## config.mk

```make
export PLATFORM = sky130hd
export DESIGN_NAME = sram_host
export DESIGN_NICKNAME = d
export VERILOG_FILES = /design/src/sram_host_pkg.sv /design/src/sram_pin_sync.sv /design/src/sram_host.sv
export VERILOG_INCLUDE_DIRS = /design/src
export SDC_FILE = /design/constraint.sdc
export NUM_CORES = 1
export LEC_CHECK = 0
export BUFFER_PORTS_ARGS = -buffer_cell sky130_fd_sc_hd__buf_2
export CAP_MARGIN = 20
export CORE_MARGIN = 2
export CORE_UTILIZATION = 57
export CTS_BUF_LIST = sky130_fd_sc_hd__clkbuf_2 sky130_fd_sc_hd__clkbuf_4 sky130_fd_sc_hd__clkbuf_8
export DETAILED_ROUTE_END_ITERATION = 7
export HOLD_SLACK_MARGIN = 0.12
export PLACE_DENSITY = 0.89
export SLEW_MARGIN = 0
export SYNTH_ARGS = -nofsm -noshare
export SYNTH_HDL_FRONTEND = slang
export SYNTH_SLANG_ARGS = --single-unit
```

## constraint.sdc

```tcl
create_clock -name clock_i -period 5.6 [get_ports clock_i]
set_input_delay 0.84 -clock clock_i [delete_from_list [all_inputs] [get_ports clock_i]]
set_output_delay 0.84 -clock clock_i [all_outputs]
set_load 0.02 [all_outputs]
```

## src/sram_host_consts.svh

```systemverilog
// timing constants for the async sram host controller
`ifndef SRAM_HOST_CONSTS_SVH
`define SRAM_HOST_CONSTS_SVH
`define CLK_PERIOD_NS 10
`define READ_CYCLE_NS 15
`define WRITE_CYCLE_NS 15
`define WRITE_PULSE_NS 10
`define WRITE_TO_RELEASE_TIME_NS 7
`define READ_ACCESS_NS 15
`define CEIL_CYC(t) (((t) + `CLK_PERIOD_NS - 1) / `CLK_PERIOD_NS)
`define WRITE_PULSE_CYC `CEIL_CYC(`WRITE_PULSE_NS)
`define WRITE_RECOV_CYC `CEIL_CYC(`WRITE_CYCLE_NS - `WRITE_PULSE_NS)
`define RELEASE_CYC `CEIL_CYC(`WRITE_TO_RELEASE_TIME_NS)
`define READ_CYC `CEIL_CYC(`READ_ACCESS_NS)
`define READ_RECOV_CYC 1
`endif

```

## src/sram_host_pkg.sv

```systemverilog
// types for the async sram host controller
package sram_host_pkg;
	typedef enum logic [2:0] {
		ST_IDLE = 3'b000,
		ST_READ = 3'b001,
		ST_W_RELEASE = 3'b010,
		ST_W_PULSE = 3'b011,
		ST_W_RECOV = 3'b100,
		ST_R_RECOV = 3'b101
	} host_state_t;
endpackage : sram_host_pkg

```

## src/sram_pin_sync.sv

```systemverilog
// two-flop synchroniser for the sram data pins
`timescale 1ns/10ps
`default_nettype none
module sram_pin_sync #(
	parameter int WIDTH = 16
) (
	// clock and reset
	input wire logic clock_i,
	input wire logic sys_rst_i,
	// pins
	input wire logic [WIDTH-1:0] pin_i,
	output logic [WIDTH-1:0] sync_o
);
	logic [WIDTH-1:0] meta;

	// first stage only feeds the second
	always_ff @(posedge clock_i or posedge sys_rst_i) begin
		if (sys_rst_i) begin
			meta <= '0;
			sync_o <= '0;
		end else begin
			meta <= pin_i;
			sync_o <= meta;
		end
	end
endmodule : sram_pin_sync
`default_nettype wire

```

## src/sram_host.sv

```systemverilog
// host controller driving an async 16-bit sram through its strobes
// Overview of operation
// - write strobe stays high during reads
// - select read: address held, selects pulse low per access
// - address valid before chip select falls
// - address changes only with select or strobe high
// - no data drive while sram outputs
// - no opposing data during release window
// - output enable high to float pins
`include "sram_host_consts.svh"
`timescale 1ns/10ps
`default_nettype none
module sram_host
	import sram_host_pkg::*;
#(
	parameter int ADDR_W = 18,
	parameter int DATA_W = 16,
	parameter int WRITE_PULSE_CYC = `WRITE_PULSE_CYC,
	parameter int WRITE_RECOV_CYC = `WRITE_RECOV_CYC,
	parameter int RELEASE_CYC = `RELEASE_CYC,
	parameter int READ_CYC = `READ_CYC
) (
	// clock and reset
	input wire logic clock_i,
	input wire logic sys_rst_i,
	// user request
	input wire logic req_i,
	input wire logic req_write_i,
	input wire logic [ADDR_W-1:0] req_addr_i,
	input wire logic [DATA_W-1:0] req_wdata_i,
	input wire logic [1:0] req_lane_i,
	output logic req_ready_o,
	output logic rd_valid_o,
	output logic [DATA_W-1:0] rd_data_o,
	// sram pins
	output logic [ADDR_W-1:0] sram_addr_o,
	output logic chip_sel_n_o,
	output logic out_en_n_o,
	output logic write_n_o,
	output logic low_byte_sel_n_o,
	output logic high_byte_sel_n_o,
	input wire logic [DATA_W-1:0] sram_data_i,
	output logic [DATA_W-1:0] sram_data_o,
	output logic sram_data_oe_n_o
);
	host_state_t state;
	logic [7:0] count;
	logic [1:0] lane;
	logic [DATA_W-1:0] data_sync;

	sram_pin_sync #(.WIDTH(DATA_W)) u_sync (
		.clock_i(clock_i),
		.sys_rst_i(sys_rst_i),
		.pin_i(sram_data_i),
		.sync_o(data_sync)
	);

	// state sequencing and cycle counts
	always_ff @(posedge clock_i or posedge sys_rst_i) begin
		if (sys_rst_i) begin
			state <= ST_IDLE;
			count <= 8'h00;
			lane <= 2'b00;
		end else begin
			case (state)
				ST_IDLE: begin
					if (req_i && req_lane_i != 2'b00) begin
						lane <= req_lane_i;
						// read waits access plus two sync stages
						count <= req_write_i ? 8'(RELEASE_CYC) : 8'(READ_CYC + 2);
						state <= req_write_i ? ST_W_RELEASE : ST_READ;
					end
				end
				ST_READ: begin
					if (count <= 8'h01) begin
						count <= 8'(`READ_RECOV_CYC);
						state <= ST_R_RECOV;
					end else begin
						count <= count - 8'h01;
					end
				end
				ST_R_RECOV: begin
					if (count <= 8'h01) begin
						state <= ST_IDLE;
					end else begin
						count <= count - 8'h01;
					end
				end
				ST_W_RELEASE: begin
					if (count <= 8'h01) begin
						count <= 8'(WRITE_PULSE_CYC);
						state <= ST_W_PULSE;
					end else begin
						count <= count - 8'h01;
					end
				end
				ST_W_PULSE: begin
					if (count <= 8'h01) begin
						count <= 8'(WRITE_RECOV_CYC);
						state <= ST_W_RECOV;
					end else begin
						count <= count - 8'h01;
					end
				end
				ST_W_RECOV: begin
					if (count <= 8'h01) begin
						state <= ST_IDLE;
					end else begin
						count <= count - 8'h01;
					end
				end
				default: begin
					state <= ST_IDLE;
				end
			endcase
		end
	end

	// address latched only in idle, when chip select is high
	always_ff @(posedge clock_i or posedge sys_rst_i) begin
		if (sys_rst_i) begin
			sram_addr_o <= '0;
			sram_data_o <= '0;
		end else if (state == ST_IDLE && req_i) begin
			sram_addr_o <= req_addr_i;
			sram_data_o <= req_wdata_i;
		end
	end

	// strobes; chip select falls one cycle after address settles
	always_ff @(posedge clock_i or posedge sys_rst_i) begin
		if (sys_rst_i) begin
			chip_sel_n_o <= 1'b1;
			out_en_n_o <= 1'b1;
			write_n_o <= 1'b1;
			low_byte_sel_n_o <= 1'b1;
			high_byte_sel_n_o <= 1'b1;
			sram_data_oe_n_o <= 1'b1;
		end else begin
			chip_sel_n_o <= !(state == ST_READ || state == ST_W_RELEASE || state == ST_W_PULSE);
			// enable off for writes so outputs release
			out_en_n_o <= !(state == ST_READ);
			// strobe only low in pulse state, never in reads
			write_n_o <= !(state == ST_W_PULSE && count > 8'h01);
			low_byte_sel_n_o <= !((state == ST_READ || state == ST_W_RELEASE
				|| state == ST_W_PULSE) && lane[0]);
			high_byte_sel_n_o <= !((state == ST_READ || state == ST_W_RELEASE
				|| state == ST_W_PULSE) && lane[1]);
			// drive only after the release wait, released WRITE_RECOV_CYC cycles after strobe rises
			sram_data_oe_n_o <= !(state == ST_W_PULSE || state == ST_W_RECOV && count > 8'h01);
		end
	end

	// read data capture and handshake
	always_ff @(posedge clock_i or posedge sys_rst_i) begin
		if (sys_rst_i) begin
			rd_valid_o <= 1'b0;
			rd_data_o <= '0;
			req_ready_o <= 1'b0;
		end else begin
			rd_valid_o <= (state == ST_READ && count <= 8'h01);
			if (state == ST_READ && count <= 8'h01) begin
				rd_data_o <= data_sync;
			end
			req_ready_o <= (state == ST_IDLE && !req_i);
		end
	end
endmodule : sram_host
`default_nettype wire

```

After elaboration in Yosys (flattened, before gate mapping)
Cells that the tools add are included.

storage, ports and cells
  word-level logic and storage cells = 68
  bits of input ports = 56
  register bits after elaboration = 103
  output and inout port bits = 58

operators by class
  equal/unequal tests = 11
  magnitude comparators = 2
  reduce and logical (&&, ||, !) cells = 26
  muxes and demuxes = 12
  add/sub/neg operators = 1

operators by type and width
  operator                                                number
  two-way mux 8 bit                                       3
  case mux 8 bit (3 select lines)                         1
  two-way mux 3 bit                                       6
  case mux 3 bit (5 select lines)                         1
  inequality test 2 bit (second input constant)           5
  > comparator 8 x 1 -> 1 bit (second input constant)     1
  <= comparator 8 x 1 -> 1 bit (second input constant)    1
  logical AND 1 bit                                       8
  subtractor 8 x 1 -> 8 bit (second input constant)       1
  zero test 1 bit                                         7
  == test 3 x 2 -> 1 bit (second input constant)          2
  == test 3 bit (second input constant)                   2
  AND reduction 5 bit                                     1
  == test 3 x 1 -> 1 bit (second input constant)          1
  zero test 3 bit                                         1
  logical OR 1 bit                                        3
  AND reduction 3 bit                                     1
  nonzero test 3 bit                                      1
  OR reduction 3 bit                                      1
  two-way mux 2 bit                                       1
  inequality test 2 x 1 -> 1 bit (second input constant)  1
  AND reduction 2 bit                                     1
  nonzero test 2 bit                                      1
  OR reduction 2 bit                                      1

Logic depth before layout (Yosys ltp)
Gate-level depths: netlist (run 1).

  word-level depth = 5
  mapped depth = 8
  gate-level depth less buffers = 7

Cells and area by module
Synthesis (run 1) repeated with hierarchy kept, for this count alone.

second synthesis, totals
  cell total of the unflattened synthesis = 254
  area total of the unflattened synthesis = 3826.2 um^2

by module, submodules not included
  module         seq. area each (um^2)  instances  cells an instance  area each (um^2)
  sram_host      1784.2                 1          221                3021.6
  sram_pin_sync  800.8                  1          33                 804.5

Worst setup path before layout (run 1)
OpenSTA, ideal clock, no wires.

  kind = flip-flop to flip-flop
  start = register count[2]
  end = register rd_data_o[0]
  data required time = 5.475 ns
  cell stages (with the launch flop) = 7
  data arrival time = 2.166 ns
  path slack = 3.309 ns
  clock period less this slack = 2.291 ns
  path buffers = 2
  library setup time = 0.125 ns
  cells stage by stage = dfrtp_1 > or4_4 > or4_1 > buf_6 > nor2_8 > buf_12 > mux2_4

between the ends
  word-level cells in the longest chain between the ends = 2

ends and longest elaborated chain
  item                          RTL line          text
  start, declared               sram_host.sv:47   logic [7:0] count;
  start signal, assigned        sram_host.sv:70   count <= req_write_i ? 8'(RELEASE_CYC) : 8'(READ_CYC + 2);
  start signal, assigned        sram_host.sv:76   count <= 8'(`READ_RECOV_CYC);
  start signal, assigned        sram_host.sv:79   count <= count - 8'h01;
  <= comparator 8 x 1 -> 1 bit  sram_host.sv:162  if (state == ST_READ && count <= 8'h01) begin
  logical AND 1 bit             sram_host.sv:162
  end signal, assigned          sram_host.sv:163  rd_data_o <= data_sync;
  end, declared                 sram_host.sv:34   output logic [DATA_W-1:0] rd_data_o,

Every way passes these cells.
A chain may end at the register's enable or synchronous reset.

Worst setup path in the final report (run 1)
  start = register count[2]
  end = register rd_data_o[11]

The elaborated chain is that of the path after synthesis.

==> results of run 1 <==
## cell usage in the layout (no fill, tap or decap), types with 8 or more instances in the layout
| master | count |
|---|---|
| buf_2 | 113 |
| dfrtp_1 | 97 |
| mux2_2 | 41 |
| nand2_1 | 15 |
| nor2_1 | 10 |
| mux2_4 | 9 |
| clkbuf_8 | 9 |
| o21ai_0 | 8 |
## routing by layer
metal / GRT usage / part of all wire
met5: 0 / 0
met4: 0.0866 / 0.020
met3: 0.0525 / 0.060
met2: 0.325 / 0.50
met1: 0.255 / 0.42
## area by class of cell
class | instances | area, um2 | share of cell area
sequential | 103 | 2580 | 0.570
multi-input combinational | 127 | 1060 | 0.235
timing repair buffer | 115 | 581 | 0.128
clock buffer | 10 | 131 | 0.0290
tap | 77 | 96.3 | 0.0213
clock inverter | 6 | 45.0 | 0.00994
inverter | 7 | 28.8 | 0.00635
## critical path, delay by kind of cell (launching register included)
| family | cells | cell delay, ps |
|---|---|---|
| and+or+nand+nor | 3 | 1590 |
| DFF | 1 | 410 |
| muxes | 1 | 390 |
## per-stage QoR
| stage | cell area, um2 | power, uW |
|---|---|---|
| 6_report | 4530 | 2690 |
| 5_1_grt | 4530 | 2860 |
| 4_1_cts | 4530 | 2710 |
| 3_5_place_dp | 4360 | 2290 |
| 3_3_place_gp | 4360 | 2240 |
| 2_1_floorplan | 3730 | 1970 |
## worst max path at each step
stage | startpoint | slack, ps | to
floorplan | sys_rst_i | 2070 | count[0]
global placement | count[2] | 3160 | rd_data_o[13]
detailed placement | count[2] | 3100 | rd_data_o[10]
CTS | count[2] | 3080 | rd_data_o[11]
global route | count[2] | 3000 | rd_data_o[11]
finish | count[2] | 3090 | rd_data_o[11]
## registers in the layout, indices dropped and copies added (netlist names)
| register | cells |
|---|---|
| sram_addr_o | 18 |
| rd_data_o | 16 |
| sram_data_o | 16 |
| u_sync.meta | 16 |
| u_sync.sync_o | 16 |
| count | 8 |
| state | 3 |
| lane | 2 |
| chip_sel_n_o | 1 |
| high_byte_sel_n_o | 1 |
| low_byte_sel_n_o | 1 |
| out_en_n_o | 1 |
| rd_valid_o | 1 |
| req_ready_o | 1 |
| sram_data_oe_n_o | 1 |
| write_n_o | 1 |
## cells by family after synthesis
logic type	Yosys count	share of synthesized area
buffers and inverters	16	0.0228
flip-flops	103	0.692
multiplexers	50	0.160
AND/OR/NAND/NOR	46	0.0693
AO/OA/AOI/OAI	28	0.0466
adder cells (fa/ha/maj)	3	0.00938
## power breakdown
group          total (uW)  switching, uW  leakage [uW]  internal, uW
registers            1170            157       0.00123          1010
clock network         418            248     0.0000944           170
logic                1100            631      0.000889           471
==> results.py, run 1 <==
metrics = {
    "critical_path": {
        "path_cells": "or4_4 -> or4_1 -> nor2_8 -> mux2_2",
        "cp.required_ps": 5840,
        "r2r_slack_ps": 3090,
        "cp_data_arrival_time_ps": 2750,
        "slowest_delay_ps": 660,
        "crit_path_end_kind": "register",
        "rr_endpoint": "rd_data_o[11]",
        "path_max_fanout": 17,
        "r2r-start": "count[2]",
        "criticalPathCategory": "reg -> reg",
        "ff2ff_path_depth": 4,
        "critPathLaunchType": "register",
        "critPathSlowestCell": "or4_1",
    },
    "layout": {
        "drive_gt1_frac": 0.524,
        "final_cell_count_no_fill": 445,
        "diodes": 0,
        "final_nets": 421,
        "area_delta_synth_final_pct": 21.3,
        "fillers": 449,
        "post-route-util": 0.714,
    },
    "timing": {
        "rsz0062_at_grt": "no",
        "worst_pin_slew_ps": 642,
        "post-route-min-period_ps": 2510,
        "hold_viol_final": 0,
        "min_period_over_period": 0.448,
        "fin_ws_ps": 3090,
        "maxSlewViolCount": 0,
        "setup_viol": 0,
        "fin_skew_ps": 11.3,
        "setup_tns_ps": 0,
        "slew-limit-headroom": 0.572,
        "hold_slack_ps": 346,
        "timing.fmax_ghz": 0.398,
    },
    "hold_path": {
        "hold_path_end": "u_sync.sync_o[2]",
        "hp-start": "u_sync.meta[2]",
        "hp-class": "reg -> reg",
        "hold_depth": 0,
    },
    "synthesis": {
        "syn_inst": 246,
        "synth_most_common_cell": "dfrtp_1",
        "yosys_warnings": 0,
        "yosysSeqAreaShare": 0.692,
        "syn_area_um2": 3730,
        "yosys-top-cells-area": "dfrtp_1 65%, mux2_2 12%, dfstp_2 4.2%",
        "ys_seq_elements": 103,
        "syn_area_per_cell_um2": 15.2,
        "synth_edf_count": 0,
        "synth_top_area_cell": "dfrtp_1",
        "synthTopCellsByCount": "97 x dfrtp_1, 41 x mux2_2, 15 x nand2_1",
        "synthArstFlopShare": 1.00,
        "synthesis.nets": 304,
        "synth.distinct_cells": 38,
        "ys.flop_type": "dfrtp_1",
        "synth_top_area_frac": 0.650,
    },
    "cts": {
        "clk_latency_ps": 350,
        "clk_pin_slew_ps": 90,
        "post_cts_buffers": 0,
        "cts-root-buf": "clkbuf_8",
        "htreeDepth": 3,
        "post_cts_resized": 0,
        "cts.sinks": 103,
        "cts.hold.buffers_added": 0,
        "tritoncts": "yes",
        "clk_path_buf_depth": 2,
        "cts-buffers-inserted": 9,
    },
    "floorplanning": {
        "coreArea_um2": 6350,
        "std_cell_rows": 29,
        "die_x_um": 84.9,
        "die_y_um": 84.9,
        "dieArea_um2": 7220,
        "initial_utilization": 0.588,
        "io_pins": 114,
    },
    "grt": {
        "grt.total_usage": 0.200,
        "grt_pass1_wl_um": 11300,
        "antenna_found_initial": 0,
        "grt_pass1_vias": 2399,
        "grt_max_degree": 55,
        "overflow": 0,
    },
    "place": {
        "gp_congestion": 0.807,
        "dp_hpwl_um": 4870,
        "portBuffers": 113,
        "place_ws_ps": 3100,
        "post-place-cells": 429,
    },
    "power_and_ir_drop": {
        "ir_drop_uv": 386,
        "p_leak_uw": 0.00221,
        "p_per_area_nw_per_um2": 594,
    },
    "run_status": {
        "outcome": "finished clean",
    },
    "routing": {
        "vias": 2363,
        "via_per_inst": 5.31,
        "wl_um": 6810,
        "wl_per_cell_um": 15.3,
        "postRouteAntennaNets": 0,
        "firstDrtPassIters": 4,
        "drcViolationCount": 0,
        "first_iter_violations": 86,
    },
    "flow_run": {
        "drv_cap": 0,
    },
}
Power figures use the tool's default switching activity.
==> inputs of run 2 (changes only) <==
Settings changed: CORE_UTILIZATION 57 to 53, PLACE_DENSITY 0.89 to 0.84.
Clock period 5.6 ns to 2.6 ns, I/O delays scaled along.
==> results.py, run 2 (synthesis gave the netlist of run 1 again) <==
metrics = {
    "layout": {
        "final_cell_count_no_fill": 471,
        "largest_reg_flops": 18,
        "layout_commonest_cell": "buf_2",
        "post-route-util": 0.689,
        "area_delta_synth_final_pct": 25.3,
        "final_nets": 428,
        "drive_gt1_frac": 0.515,
        "multi_input_area_um2": 1060,
        "fillers": 468,
        "diodes": 0,
        "regMostFlops": "sram_addr_o",
        "register_area_um2": 2580,
        "mostFrequentLayoutCells": "113 x buf_2, 97 x dfrtp_1, 41 x mux2_2",
    },
    "timing": {
        "rsz0062_at_grt": "no",
        "hold_viol_final": 0,
        "setup_tns_ps": 0,
        "fin_skew_ps": 9.43,
        "post-route-min-period_ps": 2510,
        "setup_viol": 0,
        "slew-limit-headroom": 0.630,
        "maxSlewViolCount": 0,
        "timing.fmax_ghz": 0.398,
        "min_period_over_period": 0.967,
        "hold_slack_ps": 141,
        "worst_pin_slew_ps": 555,
    },
    "power_and_ir_drop": {
        "power_frac_seq": 0.422,
        "p_leak_uw": 0.00225,
        "power_frac_clock": 0.175,
        "p_per_area_nw_per_um2": 1270,
        "ir_drop_uv": 614,
        "p_switching_uw": 2230,
        "p_int_uw": 3710,
        "swShare": 0.375,
        "combPwrFrac": 0.402,
    },
    "hold_path": {
        "hp-class": "in -> reg",
        "hp-start": "sram_data_i[13]",
        "hold_depth": 1,
        "hold_path_end": "u_sync.meta[13]",
    },
    "routing": {
        "wl_um": 6900,
        "postRouteAntennaNets": 0,
        "vias": 2340,
        "wl_per_cell_um": 14.6,
        "first_iter_violations": 110,
        "firstDrtPassIters": 6,
        "drcViolationCount": 0,
        "via_per_inst": 4.97,
    },
    "grt": {
        "grt_pass1_wl_um": 11000,
        "grt.total_usage": 0.185,
        "antenna_found_initial": 0,
        "grt_pass1_vias": 2280,
        "overflow": 0,
        "grt_max_degree": 104,
    },
    "place": {
        "gp_congestion": 0.783,
        "portBuffers": 113,
        "post-place-cells": 448,
        "dp_hpwl_um": 4660,
    },
    "cts": {
        "htreeDepth": 3,
        "clk_path_buf_depth": 2,
        "cts.sinks": 103,
        "cts-buffers-inserted": 9,
        "cts-root-buf": "clkbuf_8",
        "clk_latency_ps": 350,
        "tritoncts": "yes",
        "clk_pin_slew_ps": 100,
    },
    "critical_path": {
        "path_max_fanout": 17,
        "cp_data_arrival_time_ps": 2760,
        "ff2ff_path_depth": 4,
        "critPathLaunchType": "register",
        "slowest_delay_ps": 660,
        "rr_endpoint": "rd_data_o[14]",
        "crit_path_end_kind": "register",
        "cp.required_ps": 2840,
        "r2r-start": "count[2]",
        "path_cells": "or4_4 -> or4_1 -> nor2_8 -> mux2_2",
        "r2r_slack_ps": 90,
        "critPathSlowestCell": "or4_1",
        "criticalPathCategory": "reg -> reg",
    },
    "floorplanning": {
        "dieArea_um2": 7730,
        "io_pins": 114,
        "coreArea_um2": 6790,
        "std_cell_rows": 30,
        "die_x_um": 87.9,
        "initial_utilization": 0.550,
        "die_y_um": 87.9,
    },
    "run_status": {
        "outcome": "finished clean",
    },
    "flow_run": {
        "drv_cap": 0,
    },
}
## run 2: cell types whose count changed in the layout (fill, tap and decap cells not counted), sizes merged
cell | before | now
bufinv | 0 | 1
clkbuf | 10 | 11
clkinv | 4 | 1
clkinvlp | 0 | 3
dlygate4sd3 | 0 | 7
inv | 9 | 7
## run 2: stage by stage
step / cell area [um2] / setup slack, ps / power (uW)
after floorplan: 3740 / 309 / 4240
after global placement: 4390 / 153 / 4830
after detailed placement: 4390 / 82.3 / 4930
after CTS: 4650 / 75.7 / 5990
after global routing: 4680 / 9.76 / 6320
final: 4680 / 86.6 / 5940
## run 2: layout make-up
class / instances / area share
sequential: 103 / 0.552
multi-input combinational: 127 / 0.228
timing repair buffer: 122 / 0.142
clock buffer: 11 / 0.0324
tap: 96 / 0.0257
clock inverter: 5 / 0.0139
inverter: 7 / 0.00642
## run 2: worst max-delay path by stage
stage	cells past startpoint	to	startpoint
after floorplan	6	rd_data_o[0]	count[2]
after global placement	4	rd_data_o[9]	count[2]
after detailed placement	4	rd_data_o[14]	count[2]
after CTS	4	rd_data_o[14]	count[2]
after global routing	4	rd_data_o[14]	count[2]
final	4	rd_data_o[14]	count[2]
## run 2: power groups by stage
| stage | Sequential [uW] | Combinational, uW | Clock [uW] |
|---|---|---|---|
| after floorplan | 3030 | 1210 | 0 |
| after global placement | 2510 | 2320 | 0 |
| after CTS | 2510 | 2400 | 1070 |
| final | 2510 | 2390 | 1040 |
| after global routing | 2590 | 2590 | 1150 |
| after detailed placement | 2540 | 2390 | 0 |
## run 2: critical path: cells and delay by family, from the launching register on
kind | cells | cell delay (ps)
and+or+nand+nor | 3 | 1610
DFF | 1 | 410
muxes | 1 | 390
## run 2: what timing repair did
action	4_1_cts	5_1_grt
setup buffers	0	0
hold endpoints to repair	4	3
gates resized for setup	0	0
hold buffers	4	3
setup endpoints to repair	0	0
## run 2: layer usage
metal / vias to the layer above / GRT usage / part of all wire
met1: 1150 / 0.250 / 0.43
li1: 1105 / - / -
met3: 9 / 0.0518 / 0.064
met2: 76 / 0.295 / 0.50
met5: - / 0 / 0
met4: 0 / 0.0587 / 0.010
